### src/inc/wdcks_pkg.sv
// Purpose: shared constants and types for the keyed watchdog block
// Assumes: 16-bit word writes carry a key byte in the upper half
// Notes: control/status byte layout and size codes live here
package wdcks_pkg;
    // ==========================================================
    // register selection
    localparam logic SEL_COUNT = 1'b0;
    localparam logic SEL_CTRL = 1'b1;

    // ==========================================================
    // transfer size codes on the register link
    localparam logic [1:0] SIZE_BYTE = 2'h0;
    localparam logic [1:0] SIZE_WORD = 2'h1;
    localparam logic [1:0] SIZE_LONG = 2'h2;

    // ==========================================================
    // write keys held in the upper byte of a word write
    localparam logic [7:0] KEY_COUNT = 8'h5A;
    localparam logic [7:0] KEY_CTRL = 8'hA5;

    // ==========================================================
    // control/status field positions
    localparam int BIT_ENABLE = 7;
    localparam int BIT_MODE = 6;
    localparam int BIT_RST_TYPE = 5;
    localparam int BIT_WATCHDOG_OVERFLOW_FLAG = 4;
    localparam int BIT_INTERVAL_OVERFLOW_FLAG = 3;
    localparam int CKS_MSB = 2;
    localparam int CKS_LSB = 0;
    localparam logic [7:0] CTRL_RESET = 8'h00;
    localparam logic [7:0] COUNT_RESET = 8'h00;
    localparam logic [7:0] COUNT_MAX = 8'hFF;
    localparam logic MODE_WATCHDOG = 1'b1;

    // ==========================================================
    // prescaler: largest divide ratio is 4096
    localparam int PRESC_WIDTH = 12;
    localparam logic [PRESC_WIDTH-1:0] PRESC_ZERO = 12'h000;
    localparam logic [PRESC_WIDTH-1:0] PRESC_ONE = 12'h001;

    // divide ratio minus one, used as a terminal mask
    function automatic logic [PRESC_WIDTH-1:0] wdcks_div_mask(
        input logic [2:0] cks);
        logic [PRESC_WIDTH-1:0] m;
        m = 12'h000;
        case (cks)
            3'h0: m = 12'h000;
            3'h1: m = 12'h003;
            3'h2: m = 12'h00F;
            3'h3: m = 12'h01F;
            3'h4: m = 12'h03F;
            3'h5: m = 12'h0FF;
            3'h6: m = 12'h3FF;
            3'h7: m = 12'hFFF;
            default: m = 12'h000;
        endcase
        return m;
    endfunction
endpackage

### src/inc/wdcks_if.sv
// Purpose: register link between processor-side master and watchdog
// Assumes: single clock, one request per pulse of req
// Notes: read data returns with rvalid one cycle after the request
`timescale 1ns/1ps
interface wdcks_if;
    logic req;
    logic write;
    logic sel;
    logic [1:0] size;
    logic [15:0] wdata;
    logic [7:0] rdata;
    logic rvalid;

    modport device (
        input req, write, sel, size, wdata,
        output rdata, rvalid
    );
    modport host (
        output req, write, sel, size, wdata,
        input rdata, rvalid
    );
endinterface

### src/verilog/wdcks_device.sv
// Purpose: watchdog/interval timer with divided count clock and keyed
//          word-only write protection of counter and control/status
// Assumes: link inputs synchronous to i_clk; i_ce gates all state
// Notes: overflow flags are cleared by a keyed write of 0; a
//        simultaneous overflow keeps the flag set
`timescale 1ns/1ps

module wdcks_device
    import wdcks_pkg::*;
#(
    parameter int COUNT_WIDTH = 8
) (
    input wire logic i_clk,
    input wire logic i_reset,
    input wire logic i_ce,
    wdcks_if.device bus,
    output logic o_interval_irq,
    output logic o_wdt_reset,
    output logic o_reset_type,
    output logic [7:0] o_count
);

    // ==========================================================
    // elaboration check
    generate
        if (COUNT_WIDTH != 8) begin : g_bad_width
            $error("wdcks_device supports an 8-bit counter only");
        end
    endgenerate

    // ==========================================================
    // state
    logic [7:0] count;
    logic [7:0] next_count;
    logic [7:0] ctrl;
    logic [7:0] next_ctrl;
    logic [PRESC_WIDTH-1:0] presc;
    logic [PRESC_WIDTH-1:0] next_presc;
    logic [7:0] rdata;
    logic [7:0] next_rdata;
    logic rvalid;
    logic next_rvalid;
    logic wdt_reset;
    logic next_wdt_reset;

    // decoded controls
    logic enable;
    logic mode_wdt;
    logic [2:0] cks;
    logic tick;
    logic overflow;
    logic word_wr;
    logic count_wr;
    logic ctrl_wr;

    assign enable = ctrl[BIT_ENABLE];
    assign mode_wdt = (ctrl[BIT_MODE] == MODE_WATCHDOG);
    assign cks = ctrl[CKS_MSB:CKS_LSB];

    // ==========================================================
    // keyed write decode
    // byte and long writes never qualify
    assign word_wr = bus.req && bus.write && (bus.size == SIZE_WORD);
    // the upper byte must match the target's own key
    assign count_wr = word_wr && (bus.sel == SEL_COUNT)
        && (bus.wdata[15:8] == KEY_COUNT);
    assign ctrl_wr = word_wr && (bus.sel == SEL_CTRL)
        && (bus.wdata[15:8] == KEY_CTRL);

    // ==========================================================
    // count clock: one tick per division period while enabled
    // the prescaler is not protected against a select change while
    // running; software keeps the select steady during counting
    assign tick = enable
        && ((presc & wdcks_div_mask(cks)) == wdcks_div_mask(cks));
    assign overflow = tick && (count == COUNT_MAX);

    always_comb begin
        next_presc = presc;
        if (!enable) begin
            next_presc = PRESC_ZERO;
        end else begin
            next_presc = presc + PRESC_ONE;
        end
    end

    // ==========================================================
    // counter: a keyed write wins over a tick in the same cycle
    always_comb begin
        next_count = count;
        if (count_wr) begin
            next_count = bus.wdata[7:0];
        end else if (tick) begin
            next_count = count + 8'h01; // wraps and keeps counting
        end
    end

    // ==========================================================
    // control/status: keyed write, then overflow flags set on top
    always_comb begin
        next_ctrl = ctrl;
        next_wdt_reset = 1'b0;
        if (ctrl_wr) begin
            next_ctrl = bus.wdata[7:0];
        end
        if (overflow) begin
            if (mode_wdt) begin
                next_ctrl[BIT_WATCHDOG_OVERFLOW_FLAG] = 1'b1; // set beats clear
                next_wdt_reset = 1'b1;
            end else begin
                next_ctrl[BIT_INTERVAL_OVERFLOW_FLAG] = 1'b1; // set beats clear
            end
        end
        // no watchdog-mode path touches the interval flag
    end

    // ==========================================================
    // read port: any size reads the addressed byte
    always_comb begin
        next_rvalid = bus.req && !bus.write;
        next_rdata = rdata;
        if (bus.req && !bus.write) begin
            next_rdata = (bus.sel == SEL_CTRL) ? ctrl : count;
        end
    end

    // ==========================================================
    // registers
    always_ff @(posedge i_clk) begin
        if (i_reset) begin
            count <= COUNT_RESET;
            ctrl <= CTRL_RESET;
            presc <= PRESC_ZERO;
            rdata <= 8'h00;
            rvalid <= 1'b0;
            wdt_reset <= 1'b0;
        end else if (i_ce) begin
            count <= next_count;
            ctrl <= next_ctrl;
            presc <= next_presc;
            rdata <= next_rdata;
            rvalid <= next_rvalid;
            wdt_reset <= next_wdt_reset;
        end
    end

    // ==========================================================
    // outputs
    assign bus.rdata = rdata;
    assign bus.rvalid = rvalid;
    // interrupt request stands while the flag is set in interval mode
    assign o_interval_irq = ctrl[BIT_INTERVAL_OVERFLOW_FLAG] && !mode_wdt;
    assign o_wdt_reset = wdt_reset;
    assign o_reset_type = ctrl[BIT_RST_TYPE];
    assign o_count = count;
endmodule

### src/flat_wrapper.sv
// flat-port wrapper written by rule: the top's interface ports become plain ports
module wdcks_device_flat import wdcks_pkg::*;
#(
    parameter int COUNT_WIDTH = 8
)
  (i_clk, i_reset, i_ce, o_interval_irq, o_wdt_reset, o_reset_type, o_count, bus_req, bus_write, bus_sel, bus_size, bus_wdata, bus_rdata, bus_rvalid);
  wdcks_if bus_i ();
  input wire logic i_clk;
  input wire logic i_reset;
  input wire logic i_ce;
  output logic o_interval_irq;
  output logic o_wdt_reset;
  output logic o_reset_type;
  output logic [7:0] o_count;
  input wire logic [$bits(bus_i.req)-1:0] bus_req;
  input wire logic [$bits(bus_i.write)-1:0] bus_write;
  input wire logic [$bits(bus_i.sel)-1:0] bus_sel;
  input wire logic [$bits(bus_i.size)-1:0] bus_size;
  input wire logic [$bits(bus_i.wdata)-1:0] bus_wdata;
  output wire logic [$bits(bus_i.rdata)-1:0] bus_rdata;
  output wire logic [$bits(bus_i.rvalid)-1:0] bus_rvalid;
  assign bus_i.req = bus_req;
  assign bus_i.write = bus_write;
  assign bus_i.sel = bus_sel;
  assign bus_i.size = bus_size;
  assign bus_i.wdata = bus_wdata;
  assign bus_rdata = bus_i.rdata;
  assign bus_rvalid = bus_i.rvalid;
  wdcks_device #(.COUNT_WIDTH(COUNT_WIDTH)) u_core (.i_clk(i_clk), .i_reset(i_reset), .i_ce(i_ce), .bus(bus_i), .o_interval_irq(o_interval_irq), .o_wdt_reset(o_wdt_reset), .o_reset_type(o_reset_type), .o_count(o_count));
endmodule
### config.mk
export PLATFORM = sky130hd
export DESIGN_NAME = wdcks_device_flat
export DESIGN_NICKNAME = d
export VERILOG_FILES = /design/src/inc/wdcks_pkg.sv /design/src/inc/wdcks_if.sv /design/src/verilog/wdcks_device.sv /design/src/flat_wrapper.sv
export SDC_FILE = /design/constraint.sdc
export NUM_CORES = 1
export LEC_CHECK = 0
export BUFFER_PORTS_ARGS = -buffer_cell sky130_fd_sc_hd__buf_2
export CORE_UTILIZATION = 54
export DETAILED_ROUTE_END_ITERATION = 10
export HOLD_SLACK_MARGIN = 0.06
export PLACE_DENSITY = 0.74
export SKIP_LAST_GASP = 1
export SYNTH_ARGS = -nofsm -noshare
export SYNTH_HDL_FRONTEND = slang
export SYNTH_SLANG_ARGS = --single-unit
export TNS_END_PERCENT = 1
### constraint.sdc
create_clock -name i_clk -period 2 [get_ports i_clk]
set_input_delay 0 -clock i_clk [delete_from_list [all_inputs] [get_ports i_clk]]
set_output_delay 0 -clock i_clk [all_outputs]
set_load 0.01 [all_outputs]
==> results.yml <==
worst_setup_path:
  worst-endpoint-required_ns: 2.22
  critical-path-max-stage-delay_ns: 0.42
  max_stage_delay_cell_worst_path: "sky130_fd_sc_hd__dfxtp_1"
  worstSetupStartpointType: "flip-flop"
  cp_top_family: "simple AND/OR/NAND/NOR gates"
  critPathKind: "flip-flop to flip-flop"
  regToRegStartpoint: "u_core.o_count[1]$_SDFFE_PP0P_"
  reg2reg_setup_slack_ns: 0.27
  r2r_end: "u_core.ctrl[4]$_SDFFE_PP0P_"
  cp.buffers_inverters: 0
  biggest_fanout_along_the_worst_timing_path: 6
  worst-endpoint-arrival_ns: 1.96
  worst_r2r_path_depth: 6
  timing.critical_path.cells: "ha_1, and3_1, nand2_1, nor4_2, nand4_1, a31oi_1"
  endpoint_kind: "flip-flop"
routing:
  vias_per_cell: 5.700
  post-route-drc-count: 0
  drt-pass1-iter-count: 4
  drtIter0Drc: 75
  ant_nets: 0
  totalWireLength_um: 4998
  avgRoutedWirePerCell_um: 14.40
  num_vias: 1978
global_route:
  grt_start_max_net_pins: 19
  grt_util_all_layers: 0.2473
  number_of_global_route_vias_before_repair: 1732
  grt_pass1_wl_um: 8217
  antenna_found_initial: 0
  gr-total-overflow: 0
pwr:
  fin_total_pwr_mw: 1.729
  power.sequential.fraction: 0.525
  power_switching_share: 0.2106
  power.static_leakage_nw: 1.066
  max-vdd-ir-drop_mv: 0.3538
  power.share.combinational: 0.068
  power-per-cell-area_mw_per_mm2: 640.2
  power.clock.fraction: 0.407
  power_switching_mw: 0.3641
  power_report.internal_total_mw: 1.365
timing:
  worst_slew_margin_rel: 0.7008
  worst_hold_slack_ns: 0.07334
  fin_crit_sh: 0.8671
  finClkSkew_ns: 0.01130
  rsz_0062_raised_after_global_routing: "false"
  timing.final.setup_violations: 0
  finalSetupTns_ns: 0
  clock.fmax_mhz: 576.6
  finalWorstSetupSlack_ns: 0.2658
  worst-slew-pin-transition_ns: 0.4488
  hold_violations: 0
  period_minus_slack_ns: 1.734
  timing_max_transition_violations_final: 0
layout:
  layout_commonest_cell: "sky130_fd_sc_hd__dfxtp_1"
  layout-drive-gt1-share: 0.2424
  final.fill_count: 322
  num_antenna_cells: 0
  area.growth.synth_to_final_pct: 20.29
  mostFrequentLayoutCells: "sky130_fd_sc_hd__dfxtp_1 (45), sky130_fd_sc_hd__buf_2 (43), sky130_fd_sc_hd__nor2_1 (34)"
  finish.net_count: 322
logic_synthesis:
  syn_inst: 242
  synth-edff-count: 0
  synth_mux_area_frac: 0.07191
  synthDistinctLibCells: 52
  yosysWarnings: 0
  synth_compound_gate_area_share: 0.1761
  synthesis.area_per_instance_um2: 9.275
  register_bit_total_from_synthesis: 45
  synth_fp_nets: 268
  synth-simple-area-share: 0.2648
  synth-xor-area-share: 0.03902
  synth_sequential_area_ratio: 0.4013
  syn_area_mm2: 0.002245
  synth_adder_area_share: 0.01115
  ys.flop_type: "sky130_fd_sc_hd__dfxtp_1"
  dominant_combinational_cell_family_by_area_after_synthesis: "simple AND/OR/NAND/NOR gates"
  ys_async_sr_fraction: 0
clocking:
  cts_made_buffers: 5
  path_clk_slew_ns: 0.09
  cts-htree-levels: 2
  cts.path.max_buffers: 2
  insertion_delay_ns: 0.30
  post_cts.resized_instances: 0
  cts_root_buffer: "sky130_fd_sc_hd__clkbuf_8"
  numClockSinks: 45
  clock_tree_from_tritoncts: "done"
  post-cts-setup-buffers: 0
job:
  max-cap-violations: 0
die:
  io_pins: 44
  die_w_um: 66.47
  floorplan.initialDensity: 0.5612
  chipHeight_um: 66.47
  design.core.area_mm2: 0.004000
  placement_rows: 23
  fp.dieArea_mm2: 0.004418
worst_hold_path:
  worst_hold_end: "u_core.o_count[2]$_SDFFE_PP0P_"
  hold_depth: 4
  min-delay-path-class: "input pin to flip-flop"
  worst_hold_startpoint: "bus_wdata[2]"
placement:
  routabilityCongestion: 0.8221
  buffer_ports.inserted: 43
  dp_hpwl_um: 3646
  pre_cts_ws_ns: 0.3188
outcome:
  status: "complete, no violations"
cell type report:
type	count	area [µm²]	share of cell area
Clock inverter	1	30.03	0.01112
Clock buffer	7	86.33	0.03197
Sequential cell	45	900.9	0.3336
Timing Repair Buffer	58	345.3	0.1279
Tap cell	50	62.56	0.02317
Inverter	3	11.26	0.004171
Multi-Input combinational cell	183	1264	0.4680
stage by stage:
step | area (µm²) | std cells | util
after floorplan | 2245 | 242 | -
after global placement | 2514 | 332 | 0.6284
after detailed placement | 2514 | 332 | 0.6284
after CTS | 2700 | 347 | 0.6750
after global routing | 2700 | 347 | 0.6750
final | 2700 | 347 | 0.6750
timing repair:
action                                  CTS  global route
hold buffers                              7             0
endpoints found under the hold margin    10             0
endpoints found under the setup margin    0             0
power by group through the flow:
| stage | Combinational (mW) | Clock [mW] | Sequential, mW |
|---|---|---|---|
| CTS | 0.117 | 0.716 | 0.907 |
| global route | 0.127 | 0.754 | 0.908 |
| finish | 0.118 | 0.704 | 0.907 |
| global placement | 0.106 | 0 | 0.928 |
| floorplan | 0.0547 | 0 | 0.933 |
| detailed placement | 0.107 | 0 | 0.928 |
logic make-up (layout without fill, tap and decap cells):
kind of cell	count (synthesis)	after routing
multiplexers	16	16
AO/OA/AOI/OAI	50	50
AND/OR/NAND/NOR	105	105
flip-flops	45	45
XOR/XNOR	10	10
adder cells (fa/ha/maj)	2	2
buffers and inverters	14	69
Yosys cell counts (all sizes together), types with 4 or more instances:
cell | instances | area, µm²
nand2b | 4 | 25.02
o21ai | 8 | 40.04
and3 | 6 | 37.54
nor3b | 4 | 35.03
nand4 | 8 | 50.05
a211oi | 11 | 92.58
a21oi | 12 | 63.81
nand3 | 5 | 25.02
nor2 | 34 | 127.6
buf | 6 | 50.04
mux2i | 15 | 150.1
clkbuf | 5 | 18.77
dfxtp | 45 | 900.9
nand2 | 20 | 75.07
xor2 | 8 | 70.07
a21o | 5 | 37.54
how the worst max path moves through the flow:
stage / from / endpoint / slack [ns] / cells after the start
2_1_floorplan: u_core.o_count[0]$_SDFFE_PP0P_ / u_core.ctrl[4]$_SDFFE_PP0P_ / 0.44 / 6
3_3_place_gp: u_core.o_count[1]$_SDFFE_PP0P_ / u_core.ctrl[4]$_SDFFE_PP0P_ / 0.34 / 6
3_5_place_dp: u_core.o_count[1]$_SDFFE_PP0P_ / u_core.ctrl[4]$_SDFFE_PP0P_ / 0.32 / 6
4_1_cts: u_core.o_count[1]$_SDFFE_PP0P_ / u_core.ctrl[4]$_SDFFE_PP0P_ / 0.28 / 6
5_1_grt: u_core.o_count[1]$_SDFFE_PP0P_ / u_core.ctrl[4]$_SDFFE_PP0P_ / 0.15 / 6
6_report: u_core.o_count[1]$_SDFFE_PP0P_ / u_core.ctrl[4]$_SDFFE_PP0P_ / 0.27 / 6
tightest hold or removal path, cell delays in order:
cell                      delay [ns]
sky130_fd_sc_hd__buf_2          0.13
sky130_fd_sc_hd__nand2_1        0.06
sky130_fd_sc_hd__a21o_1         0.10
sky130_fd_sc_hd__a21oi_1        0.05
metal layers:
layer	part of all wire	track usage	routed length, µm	up-vias
met3	0.052	0.04452	261	12
met4	0.020	0.09309	99	0
met1	0.49	0.3484	2465	919
li1	-	-	-	986
met5	0	0	0	-
met2	0.43	0.3724	2172	61
Power figures use the tool's default switching activity.
